**config.mk**
```make
export PLATFORM = sky130hd
export DESIGN_NAME = rshc_ctrl
export DESIGN_NICKNAME = d
export VERILOG_FILES = /design/src/pkg/rshc_pkg.sv /design/src/rtl/rshc_ctrl.sv
export SDC_FILE = /design/constraint.sdc
export NUM_CORES = 1
export LEC_CHECK = 0
export ABC_AREA = 1
export BUFFER_PORTS_ARGS = -buffer_cell sky130_fd_sc_hd__buf_4
export CAP_MARGIN = 15
export CORE_ASPECT_RATIO = 1.5
export CORE_MARGIN = 2
export CORE_UTILIZATION = 50
export DETAILED_ROUTE_END_ITERATION = 8
export GPL_TIMING_DRIVEN = 0
export PLACE_DENSITY = 0.73
export RECOVER_POWER = 100
export SYNTH_ARGS = -nofsm -noshare
export SYNTH_HDL_FRONTEND = slang
export SYNTH_SLANG_ARGS = --single-unit
```
**constraint.sdc**
```tcl
create_clock -name i_mclk -period 1.5 [get_ports i_mclk]
set_input_delay 0.075 -clock i_mclk [delete_from_list [all_inputs] [get_ports i_mclk]]
set_output_delay 0.075 -clock i_mclk [all_outputs]
set_load 0.02 [all_outputs]
```
**src/pkg/rshc_pkg.sv**
```systemverilog
`default_nettype none

package rshc_pkg;
	// ----------------------------------------
	// Clock and timing
	// ----------------------------------------
	localparam int unsigned CLK_HZ = 100_000_000;
	localparam int unsigned DEBOUNCE_US = 2000;
	localparam int unsigned SHUTDOWN_MS = 4000;
	// Least time rounds up, plus one so the debounce is strictly more than 2 ms
	localparam int unsigned DEBOUNCE_CYC = (DEBOUNCE_US * (CLK_HZ / 1_000_000)) + 1;
	// Longest time rounds down
	localparam longint unsigned SHUTDOWN_CYC = longint'(SHUTDOWN_MS) * longint'(CLK_HZ / 1000);
	localparam int unsigned STRAP_SETTLE_CYC = 16;

	// ----------------------------------------
	// Encodings
	// ----------------------------------------
	localparam logic [1:0] EMPH_0DB = 2'h0;
	localparam logic [1:0] EMPH_1P5DB = 2'h1;
	localparam logic [1:0] EMPH_2P5DB = 2'h2;
	localparam logic [1:0] EQ_3DB = 2'h0;
	localparam logic [1:0] EQ_6DB = 2'h1;
	localparam logic [1:0] EQ_9DB = 2'h2;
	localparam logic [1:0] EQ_12DB = 2'h3;
	localparam logic [1:0] CLK_EQ_FIXED = EQ_3DB;
	localparam int unsigned SWING_MV = 500;

	// ----------------------------------------
	// Reset values
	// ----------------------------------------
	localparam logic [1:0] RST_EMPH = EMPH_0DB;
	localparam logic [1:0] RST_EQ = EQ_3DB;

	typedef enum logic [1:0] {
		RSHC_ST_STANDBY,
		RSHC_ST_DEBOUNCE,
		RSHC_ST_ACTIVE,
		RSHC_ST_SHUTDLY
	} rshc_hp_state_t;
endpackage : rshc_pkg

`default_nettype wire

```
**src/rtl/rshc_ctrl.sv**
```systemverilog
`timescale 1ns/1ps
`default_nettype none

module rshc_ctrl #(
	parameter int unsigned NUM_DATA_CH = 3,
	parameter longint unsigned SHUTDOWN_CYCLES = rshc_pkg::SHUTDOWN_CYC,
	parameter int unsigned DEBOUNCE_CYCLES = rshc_pkg::DEBOUNCE_CYC
) (
	// Clock and reset
	input wire logic i_mclk,
	input wire logic i_rstn,
	// Mode pins
	input wire logic i_interface_select,
	input wire logic i_side_channel_select,
	// Shared strap pins
	input wire logic i_plug_output_style_strap,
	input wire logic i_termination_bias_strap,
	input wire logic i_output_termination_strap,
	input wire logic i_emphasis_strap_hi,
	input wire logic i_emphasis_strap_lo,
	input wire logic i_equalizer_strap_low,
	input wire logic i_equalizer_strap_high,
	// Plug detect and activity
	input wire logic i_downstream_plug_detect,
	input wire logic i_clock_present,
	input wire logic i_output_disable,
	input wire logic i_squelch_pullup_sel,
	// Mode outputs
	output logic o_serial_mode,
	output logic o_side_buffer_active,
	output logic [3:0] o_serial_addr,
	output logic o_bias_to_supply,
	// Upstream plug indicate pin
	output logic o_upstream_plug_indicate,
	output logic o_upstream_plug_indicate_oe_n,
	// Data channel settings
	output logic [1:0] o_data_emphasis,
	output logic [1:0] o_data_eq,
	output logic o_data_double_term,
	output logic [NUM_DATA_CH-1:0] o_data_out_en,
	output logic [NUM_DATA_CH-1:0] o_data_pullup,
	output logic [NUM_DATA_CH-1:0] o_data_cdr_en,
	// Clock channel settings
	output logic [1:0] o_clk_eq,
	output logic [1:0] o_clk_emphasis,
	output logic o_clk_double_term,
	output logic o_clk_out_en,
	// Power control
	output logic o_powerdown_res_en,
	output logic o_standby,
	output logic o_core_power_en,
	output logic o_always_on_power_en
);

	if (NUM_DATA_CH < 1 || DEBOUNCE_CYCLES < 1 || SHUTDOWN_CYCLES < 1 ||
		SHUTDOWN_CYCLES > 64'h0000_00ff_ffff_fffe || rshc_pkg::STRAP_SETTLE_CYC > 31) begin : g_bad_param
		$error("rshc_ctrl: bad parameter");
	end

	// ----------------------------------------
	// Input synchronisers
	// ----------------------------------------
	localparam int NSYNC = 11;
	logic [NSYNC-1:0] async_in;
	logic [NSYNC-1:0] sync1_r;
	logic [NSYNC-1:0] sync2_r;
	assign async_in = {i_interface_select, i_side_channel_select, i_plug_output_style_strap,
		i_termination_bias_strap, i_output_termination_strap, i_emphasis_strap_hi,
		i_emphasis_strap_lo, i_equalizer_strap_low, i_equalizer_strap_high,
		i_downstream_plug_detect, i_clock_present};

	always_ff @(posedge i_mclk or negedge i_rstn) begin
		if (!i_rstn) begin
			sync1_r <= '0;
			sync2_r <= '0;
		end else begin
			sync1_r <= async_in;
			sync2_r <= sync1_r;
		end
	end

	logic s_ifsel, s_scsel, s_style, s_bias, s_term, s_emph_hi, s_emph_lo, s_eq_lo, s_eq_hi;
	logic s_hpd, s_clk_ok;
	assign {s_ifsel, s_scsel, s_style, s_bias, s_term, s_emph_hi, s_emph_lo, s_eq_lo, s_eq_hi,
		s_hpd, s_clk_ok} = sync2_r;

	// ----------------------------------------
	// Strap capture
	// ----------------------------------------
	logic [4:0] settle_r, settle_nxt;
	logic latched_r, latched_nxt;
	logic serial_r, serial_nxt;
	logic scbuf_r, scbuf_nxt;
	logic style_r, style_nxt;
	logic bias_r, bias_nxt;
	logic term_r, term_nxt;
	logic [1:0] emph_r, emph_nxt;
	logic [1:0] eq_r, eq_nxt;
	logic [3:0] addr_r, addr_nxt;

	always_comb begin
		settle_nxt = settle_r;
		latched_nxt = latched_r;
		serial_nxt = serial_r;
		scbuf_nxt = scbuf_r;
		style_nxt = style_r;
		bias_nxt = bias_r;
		term_nxt = term_r;
		emph_nxt = emph_r;
		eq_nxt = eq_r;
		addr_nxt = addr_r;
		if (!latched_r) begin
			if (settle_r == 5'(rshc_pkg::STRAP_SETTLE_CYC)) begin
				latched_nxt = 1'b1;
				serial_nxt = s_ifsel;
				scbuf_nxt = s_scsel;
				style_nxt = s_style;
				bias_nxt = s_bias;
				addr_nxt = {s_eq_hi, s_eq_lo, s_emph_hi, s_term};
				term_nxt = s_term;
				if (s_emph_hi && s_emph_lo) begin
					emph_nxt = rshc_pkg::EMPH_2P5DB;
				end else if (!s_emph_hi && !s_emph_lo) begin
					emph_nxt = rshc_pkg::EMPH_0DB;
				end else begin
					emph_nxt = rshc_pkg::EMPH_1P5DB;
				end
				eq_nxt = {s_eq_hi, s_eq_lo};
			end else begin
				settle_nxt = settle_r + 5'h01;
			end
		end
	end

	always_ff @(posedge i_mclk or negedge i_rstn) begin
		if (!i_rstn) begin
			settle_r <= 5'h00;
			latched_r <= 1'b0;
			serial_r <= 1'b0;
			scbuf_r <= 1'b0;
			style_r <= 1'b0;
			bias_r <= 1'b0;
			term_r <= 1'b0;
			emph_r <= rshc_pkg::RST_EMPH;
			eq_r <= rshc_pkg::RST_EQ;
			addr_r <= 4'h0;
		end else begin
			settle_r <= settle_nxt;
			latched_r <= latched_nxt;
			serial_r <= serial_nxt;
			scbuf_r <= scbuf_nxt;
			style_r <= style_nxt;
			bias_r <= bias_nxt;
			term_r <= term_nxt;
			emph_r <= emph_nxt;
			eq_r <= eq_nxt;
			addr_r <= addr_nxt;
		end
	end

	// ----------------------------------------
	// Plug detect sequencer
	// ----------------------------------------
	rshc_pkg::rshc_hp_state_t st_r, st_nxt;
	logic [39:0] cnt_r, cnt_nxt;

	always_comb begin
		st_nxt = st_r;
		cnt_nxt = cnt_r;
		unique case (st_r)
			rshc_pkg::RSHC_ST_STANDBY: begin
				cnt_nxt = 40'h0;
				if (s_hpd) begin
					st_nxt = rshc_pkg::RSHC_ST_DEBOUNCE;
					cnt_nxt = 40'h1;
				end
			end
			rshc_pkg::RSHC_ST_DEBOUNCE: begin
				if (!s_hpd) begin
					st_nxt = rshc_pkg::RSHC_ST_STANDBY;
					cnt_nxt = 40'h0;
				end else if (cnt_r >= 40'(DEBOUNCE_CYCLES)) begin
					st_nxt = rshc_pkg::RSHC_ST_ACTIVE;
					cnt_nxt = 40'h0;
				end else begin
					cnt_nxt = cnt_r + 40'h1;
				end
			end
			rshc_pkg::RSHC_ST_ACTIVE: begin
				cnt_nxt = 40'h0;
				if (!s_hpd) begin
					st_nxt = rshc_pkg::RSHC_ST_SHUTDLY;
					cnt_nxt = 40'h1;
				end
			end
			rshc_pkg::RSHC_ST_SHUTDLY: begin
				if (s_hpd) begin
					st_nxt = rshc_pkg::RSHC_ST_ACTIVE;
					cnt_nxt = 40'h0;
				end else if (cnt_r >= 40'(SHUTDOWN_CYCLES)) begin
					st_nxt = rshc_pkg::RSHC_ST_STANDBY;
					cnt_nxt = 40'h0;
				end else begin
					cnt_nxt = cnt_r + 40'h1;
				end
			end
		endcase
	end

	always_ff @(posedge i_mclk or negedge i_rstn) begin
		if (!i_rstn) begin
			st_r <= rshc_pkg::RSHC_ST_STANDBY;
			cnt_r <= 40'h0;
		end else begin
			st_r <= st_nxt;
			cnt_r <= cnt_nxt;
		end
	end

	// ----------------------------------------
	// Output registers
	// ----------------------------------------
	logic standby_nxt, active;
	logic [NUM_DATA_CH-1:0] den_nxt, dpu_nxt, cdr_nxt;
	logic uo_nxt, uoe_n_nxt, ck_en_nxt, pdres_nxt;

	assign standby_nxt = (st_r == rshc_pkg::RSHC_ST_STANDBY) || (st_r == rshc_pkg::RSHC_ST_DEBOUNCE);
	// disabled or standby means outputs off
	assign active = !standby_nxt && !i_output_disable && latched_r;
	assign pdres_nxt = !s_hpd;
	assign ck_en_nxt = active;

	genvar g;
	generate
		for (g = 0; g < NUM_DATA_CH; g++) begin : g_ch
			assign den_nxt[g] = active && s_clk_ok;
			assign dpu_nxt[g] = active && !s_clk_ok && i_squelch_pullup_sel;
			assign cdr_nxt[g] = active && s_clk_ok;
		end
	endgenerate

	always_comb begin
		uo_nxt = 1'b0;
		uoe_n_nxt = 1'b1;
		if (latched_r && !serial_r) begin
			if (style_r) begin
				uoe_n_nxt = !s_hpd ? 1'b0 : 1'b1;
			end else begin
				uo_nxt = !s_hpd;
				uoe_n_nxt = 1'b0;
			end
		end
	end

	always_ff @(posedge i_mclk or negedge i_rstn) begin
		if (!i_rstn) begin
			o_standby <= 1'b1;
			o_data_out_en <= '0;
			o_data_pullup <= '0;
			o_data_cdr_en <= '0;
			o_clk_out_en <= 1'b0;
			o_powerdown_res_en <= 1'b1;
			o_upstream_plug_indicate <= 1'b0;
			o_upstream_plug_indicate_oe_n <= 1'b1;
		end else begin
			o_standby <= standby_nxt;
			o_data_out_en <= den_nxt;
			o_data_pullup <= dpu_nxt;
			o_data_cdr_en <= cdr_nxt;
			o_clk_out_en <= ck_en_nxt;
			o_powerdown_res_en <= pdres_nxt;
			o_upstream_plug_indicate <= uo_nxt;
			o_upstream_plug_indicate_oe_n <= uoe_n_nxt;
		end
	end

	assign o_serial_mode = serial_r;
	assign o_side_buffer_active = scbuf_r;
	// address bits only in serial mode
	assign o_serial_addr = serial_r ? addr_r : 4'h0;
	assign o_bias_to_supply = !serial_r && bias_r;
	assign o_data_emphasis = emph_r;
	assign o_data_eq = eq_r;
	assign o_data_double_term = term_r;
	assign o_clk_eq = rshc_pkg::CLK_EQ_FIXED;
	assign o_clk_emphasis = rshc_pkg::EMPH_0DB;
	assign o_clk_double_term = 1'b0;
	assign o_core_power_en = !o_standby && !i_output_disable;
	assign o_always_on_power_en = 1'b1;

endmodule : rshc_ctrl

`default_nettype wire

```
==> flow_metrics.py, run 1 <==
metrics = {
    "global_routing": {
        "grt_usage_pct": 19.7,
        "gr-total-overflow": 0,
        "grt_max_degree": 88,
        "grt_pass1_vias": 2787,
        "antenna_found_initial": 0,
        "grt_first_pass_wirelength_um": 12500,
    },
    "routing": {
        "drcViolationCount": 0,
        "wl_per_cell_um": 13.3,
        "final_antenna_net_count": 0,
        "wl_um": 7830,
        "vias": 2837,
        "routed_via_density": 4.82,
        "drt_iter0_drc": 162,
        "drt_pass1_iterations": 4,
    },
    "logic_synthesis": {
        "ys_types": 37,
        "synth_cells": 378,
        "netlist_area_um2": 3810,
        "synth_edf_count": 0,
        "async_flop_share_pct": 100,
        "avgSynthCellArea_um2": 10.1,
        "yosysWarnings": 0,
        "ys_ff_latch": 87,
        "ys_seq_area_share_pct": 57.2,
        "synth_ff_type": "dfrtp_1",
    },
    "clocking": {
        "cts_tree": "built",
        "cts_root_buf": "clkbuf_16",
        "path_clk_slew_ns": 0.06,
        "clock_path_buffers": 2,
        "h-tree-depth": 3,
        "cts_buffers": 9,
        "clk_latency_ns": 0.34,
        "cts.sinks": 87,
    },
    "sta": {
        "period_minus_slack_ns": 1.68,
        "setup_violations": 37,
        "finalCritPeriodShare_pct": 112,
        "fin_skew_ns": 0.00964,
        "slew_headroom_pct": 55.5,
        "rsz0062_at_grt": "true",
        "finalHoldViolCount": 0,
        "hold_ws_ns": 0.253,
        "tightest_slew_ns": 0.668,
        "report.final.slew_viol_count": 0,
        "fmax_mhz": 595,
        "worst_slack_ns": -0.182,
    },
    "flow_run": {
        "max_cap_violations": 0,
    },
    "power": {
        "power.leakage_uw": 0.00235,
        "ir_drop_mv": 0.859,
        "power.density_nw_per_um2": 1110,
    },
    "setup_path": {
        "critical-path-top-delay-family": "simple AND/OR/NAND/NOR gates",
        "worstReg2RegStart": "cnt_r[0]",
        "crit_path_frequent_cell": "nor2_4",
        "setup.worst_path.end_class": "register",
        "path_class": "register to register",
        "crit_path_start_kind": "register",
        "cp_max_fo": 4,
        "cp_data_required_time_ns": 1.73,
        "cp.buffers_inverters": 1,
        "cpMaxStageDelayCell": "dfrtp_2",
        "crit_path_start": "cnt_r[0]",
        "crit_chain": "buf_12 > ha_4 > nand2_4 > nor2_8 > nand4_4 > nor2_4 > nand3_4 > nor2_4 > nand2_1 > nand2_1 > nor2_4",
        "arrival_ns": 1.91,
        "max_stage_delay_ns": 0.42,
    },
    "finish": {
        "design_area_um2": 5070,
        "diodes": 0,
        "final-seq-area_um2": 2190,
        "area_growth_pct": 33.0,
        "layout-drive-gt1-share_pct": 30.6,
        "nNetsFinal": 503,
        "n_fill_cell": 603,
        "multiInputGateArea_um2": 1530,
    },
    "run_status": {
        "status": "finished, violations left",
        "violations": "setup timing",
    },
    "placed_design": {
        "gp_routability_congestion": 0.786,
        "place_area_um2": 4310,
        "io_buffers": 41,
        "dp_hpwl_um": 4770,
    },
    "floorplan": {
        "fp.coreArea_um2": 7510,
        "die_w_um": 75.3,
        "initial_core_util_pct": 50.7,
        "io_pins": 48,
        "dieArea_um2": 8350,
        "die_h_um": 111,
        "num_rows": 39,
    },
    "worst_hold_path": {
        "hold_class": "input port to asynchronous set/reset pin",
    },
}
## cell families after synthesis
| group | after synthesis | synth area share (%) |
|---|---|---|
| AO/OA/AOI/OAI | 17 | 2.36 |
| XOR/XNOR | 18 | 4.14 |
| adder cells (fa/ha/maj) | 6 | 1.97 |
| buffers and inverters | 64 | 8.31 |
| flip-flops | 87 | 57.2 |
| multiplexers | 8 | 2.36 |
| other | 2 | 0.197 |
| AND/OR/NAND/NOR | 176 | 23.4 |
## cells in the final DEF, fill, tap and decap left out, types with 4 or more instances in the layout
master and instances:
dfrtp_1 79, nor2_1 51, nand2_1 49, inv_1 39, buf_4 34, clkbuf_1 20
clkbuf_4 17, nor3_1 17, conb_1 17, xor2_1 15, dlygate4sd3_1 14, nand3_1 11
nor2_2 10, clkbuf_16 10, nor2_4 8, mux2_2 8, o21ai_0 6, clkbuf_2 6
nor3_2 5, buf_6 5, dfrtp_2 5, nand2_4 4, nand2_2 4, nand4_1 4
inv_2 4, a21oi_1 4
## worst paths after layout
path                              end  slack, ns  cells past startpoint
max reg2reg                 cnt_r[24]      -0.18                     11
min                        sync1_r[2]       0.25                      2
max in group asynchronous    cnt_r[0]       0.16                      3
min in group i_mclk        sync2_r[0]       0.35                      0
min reg2reg                sync2_r[0]       0.35                      0
max                         cnt_r[24]      -0.18                     11
## cell type report
cell class                      count  area share [%]
Timing Repair Buffer               78            11.6
Clock inverter                      5            1.26
Clock buffer                       11            4.79
Tap cell                          102            2.52
Multi-Input combinational cell    242            30.1
Inverter                           44            3.41
Sequential cell                    87            43.2
Buffer                             20            3.16
## metrics by stage
step	instances	util [%]	setup TNS (ns)	setup WS [ns]	power, uW
after floorplan	393	-	-0.00764	-0.00764	2960
after global placement	536	57.4	-5.36	-0.218	3200
after detailed placement	536	57.4	-6.48	-0.257	3220
after CTS	581	66.0	-3.03	-0.126	5570
after global routing	589	67.4	-14.20	-0.306	5850
final	589	67.4	-4.14	-0.182	5600
## sequential cells by signal, summed over array words and instances, names as in the netlist, 2 cells and up, named ones only
register / cells
cnt_r: 40
o_data_eq: 2
settle_r: 5
sync2_r: 11
sync1_r: 11
addr_r: 2
o_data_emphasis: 2
## power breakdown
| group | internal, uW | switching, uW | leakage [uW] |
|---|---|---|---|
| clock | 1350 | 891 | 0.000147 |
| combinational | 356 | 419 | 0.00112 |
| sequential | 2490 | 97.2 | 0.00108 |
## what timing repair did
action	in CTS	in global routing
hold endpoints to repair	97	0
buffers inserted	15	6
setup endpoints to repair	37	41
hold buffers	14	0
gates cloned	0	1
pin swaps	9	6
gates resized for setup	28	31
## routing by layer
metal / routed length (um) / track usage, % / vias up / share of wire [%]
li1: - / - / 1367 / -
met1: 3040 / 23.1 / 1377 / 39
met2: 4270 / 33.7 / 77 / 54
met3: 294 / 4.09 / 16 / 3.8
met4: 235 / 9.01 / 0 / 3.0
met5: 0 / 0 / - / 0
## Yosys cell counts, drive strengths merged, types with 2 or more instances
cell | n | area share (%)
a21oi | 6 | 0.89
buf | 19 | 3.8
conb | 2 | 0.20
dfrtp | 84 | 55
dfstp | 3 | 2.1
ha | 6 | 2.0
inv | 44 | 4.4
mux2 | 8 | 2.4
nand2 | 57 | 6.0
nand3 | 16 | 2.8
nand4 | 6 | 1.5
nor2 | 70 | 8.6
nor3 | 24 | 3.8
o21ai | 10 | 1.3
xnor2 | 3 | 0.69
xor2 | 15 | 3.4
Power figures use the tool's default switching activity.
==> run 2: changes to the inputs <==
ABC_AREA = 0   (was 1)
PLACE_DENSITY = 0.74   (was 0.73)
==> run 2 against run 1 <==
The flow still finishes with violations (setup timing). Non-clock buffer count fell by 11. Final cell count fell by 19%. Count of clock-buffer cells in the layout rose by 2. First-iteration DRC count fell by 15%. Via count fell by 16%. Global-route usage fell by 0.24 points. Combinational power fell by 16%.
==> flow_metrics.py, run 2 <==
metrics = {
    "setup_path": {
        "r2r_slack_ns": -0.43,
        "arrival_ns": 2.16,
        "crit_path_start_kind": "register",
        "cp_data_required_time_ns": 1.73,
        "path_class": "register to register",
        "worstReg2RegStart": "cnt_r[29]",
        "crit_path_start": "cnt_r[29]",
        "r2r.worst_path.cells": 4,
        "setup.worst_path.end_class": "register",
        "cp_max_fo": 4,
    },
    "finish": {
        "final_common_cell": "dfrtp_1",
        "area_growth_pct": 27.5,
        "reg_top3": "cnt_r (40), sync1_r (11), sync2_r (11)",
        "nNetsFinal": 418,
        "layout-drive-gt1-share_pct": 25.4,
        "diodes": 0,
        "largest_reg_flops": 40,
        "regMostFlops": "cnt_r",
        "mostFrequentLayoutCells": "dfrtp_1, nor2_1, buf_4",
        "design_area_um2": 4530,
    },
    "sta": {
        "fin_skew_ns": 0.00935,
        "slew_headroom_pct": 55.5,
        "setup_violations": 42,
        "tightest_slew_ns": 0.667,
        "fmax_mhz": 518,
        "report.final.slew_viol_count": 0,
        "finalHoldViolCount": 0,
        "period_minus_slack_ns": 1.93,
        "hold_ws_ns": 0.245,
        "finalCritPeriodShare_pct": 129,
        "worst_slack_ns": -0.431,
        "rsz0062_at_grt": "true",
    },
    "routing": {
        "drcViolationCount": 0,
        "routed_via_density": 4.98,
        "wl_um": 7020,
        "vias": 2388,
        "drt_iter0_drc": 138,
        "drt_pass1_iterations": 4,
        "final_antenna_net_count": 0,
        "wl_per_cell_um": 14.6,
    },
    "logic_synthesis": {
        "synth.most_common_cell": "dfrtp_1",
        "ys_ff_latch": 87,
        "ys_seq_area_share_pct": 61.3,
        "synth_top_cell_by_area": "dfrtp_1",
        "synthTopCellsByCount": "dfrtp_1, nor2_1, nand2_1, xor2_1, nand3_1",
        "avgSynthCellArea_um2": 11.6,
        "yosysWarnings": 0,
        "synth_ff_type": "dfrtp_1",
        "synth.area.top_cells": "dfrtp_1, xor2_1, nor2_1, buf_4, mux2_2",
        "ys_types": 42,
        "synth_edf_count": 0,
        "synth_cells": 306,
        "netlist_area_um2": 3560,
        "async_flop_share_pct": 100,
        "yosysTopAreaCellShare_pct": 59.1,
    },
    "floorplan": {
        "initial_core_util_pct": 51.6,
        "die_h_um": 107,
        "dieArea_um2": 7820,
        "fp.coreArea_um2": 6900,
        "die_w_um": 72.9,
        "io_pins": 48,
        "num_rows": 37,
    },
    "power": {
        "ir_drop_mv": 0.571,
        "internal-power_uw": 3580,
        "p_switching_uw": 1240,
        "power_frac_seq_pct": 53.6,
        "combPwrFrac_pct": 13.5,
        "p_clk_share_pct": 32.9,
        "sw_frac_of_total_pct": 25.7,
        "power.leakage_uw": 0.00201,
        "power.density_nw_per_um2": 1060,
    },
    "flow_run": {
        "max_cap_violations": 0,
    },
    "global_routing": {
        "grt_max_degree": 88,
        "grt_pass1_vias": 2506,
        "gr-total-overflow": 0,
        "grt_first_pass_wirelength_um": 11400,
        "grt_usage_pct": 19.5,
        "antenna_found_initial": 0,
    },
    "run_status": {
        "violations": "setup timing",
        "status": "finished, violations left",
    },
    "placed_design": {
        "gp_routability_congestion": 0.808,
        "dp_hpwl_um": 4570,
        "place_area_um2": 4100,
        "io_buffers": 41,
    },
    "clocking": {
        "cts_buffers": 9,
        "cts_tree": "built",
        "cts.sinks": 87,
        "h-tree-depth": 3,
        "clock_path_buffers": 2,
        "path_clk_slew_ns": 0.08,
        "clk_latency_ns": 0.35,
        "cts_root_buf": "clkbuf_8",
    },
    "worst_hold_path": {
        "hold_class": "input port to asynchronous set/reset pin",
    },
}
==> run 2: logic make-up (layout without fill, tap and decap cells) <==
group                      count (synthesis)  after routing  share of synthesized area, %
AOI/OAI and AO/OA                         13             13                          2.78
other                                      2             17                         0.211
DFF                                       87             87                          61.3
adders and majority gates                  6              6                          2.11
and+or+nand+nor                          126            126                          17.8
buffers and inverters                     32            113                          5.24
xor gates and xnor gates                  30             30                          7.39
muxes                                     10             10                          3.17
==> run 2: final cells by class <==
cell class / instances / area, um2
fillers: 521 / 2360
inverters: 10 / 37.5
multi-input cells: 202 / 1390
well taps: 78 / 97.6
flip-flops and latches: 87 / 2180
plain buffers: 20 / 159
clock inverters: 3 / 42.5
clock buffers: 13 / 149
repair buffers: 67 / 478
==> run 2: how the worst min path moves through the flow <==
stage	to	slack [ns]	cells after the start
2_1_floorplan	asynchronous set/reset pin	-0.22	0
3_3_place_gp	sync1_r[4]	0.18	1
3_5_place_dp	sync1_r[1]	0.19	1
4_1_cts	sync1_r[5]	0.35	2
5_1_grt	addr_r[1]	0.30	2
6_report	sync2_r[4]	0.25	2
==> run 2: per-stage QoR <==
stage          TNS (ns)  setup WS (ns)  std cells  util [%]  total power [uW]
2_1_floorplan     -8.28         -0.362        321         -              2970
5_1_grt          -19.86         -0.514        480      65.7              5050
6_report         -12.85         -0.431        480      65.7              4820
3_5_place_dp     -16.79         -0.556        440      59.5              3250
4_1_cts          -12.44         -0.436        478      65.6              4890
3_3_place_gp     -15.48         -0.530        440      59.5              3230
==> run 2: power groups by stage <==
| stage | registers, uW | clock network, uW | logic [uW] |
|---|---|---|---|
| after floorplan | 2650 | 0 | 321 |
| after global placement | 2620 | 0 | 608 |
| after detailed placement | 2630 | 0 | 619 |
| after CTS | 2580 | 1640 | 673 |
| after global routing | 2600 | 1730 | 717 |
| final | 2590 | 1590 | 651 |
==> run 2: critical path, cell delays in order, from the launching register on <==
cell	delay, ns
dfrtp_1	0.36
or3_1	0.44
or4_4	0.51
o21bai_4	0.20
a311o_1	0.31
==> run 2: per-layer routing <==
| metal | vias to the layer above | share of wire, % | track usage (%) |
|---|---|---|---|
| met4 | 0 | 1.5 | 9.92 |
| li1 | 1164 | - | - |
| met3 | 8 | 3.4 | 5.06 |
| met5 | - | 0 | 0 |
| met1 | 1176 | 40 | 22.0 |
| met2 | 40 | 55 | 33.4 |
==> run 2: timing repair <==
item | in CTS | in global routing
setup endpoints to repair | 41 | 42
hold buffers | 14 | 0
hold endpoints to repair | 97 | 0
resized for setup | 8 | 21
pin swaps | 1 | 1
gates cloned | 1 | 0
setup buffers | 7 | 3
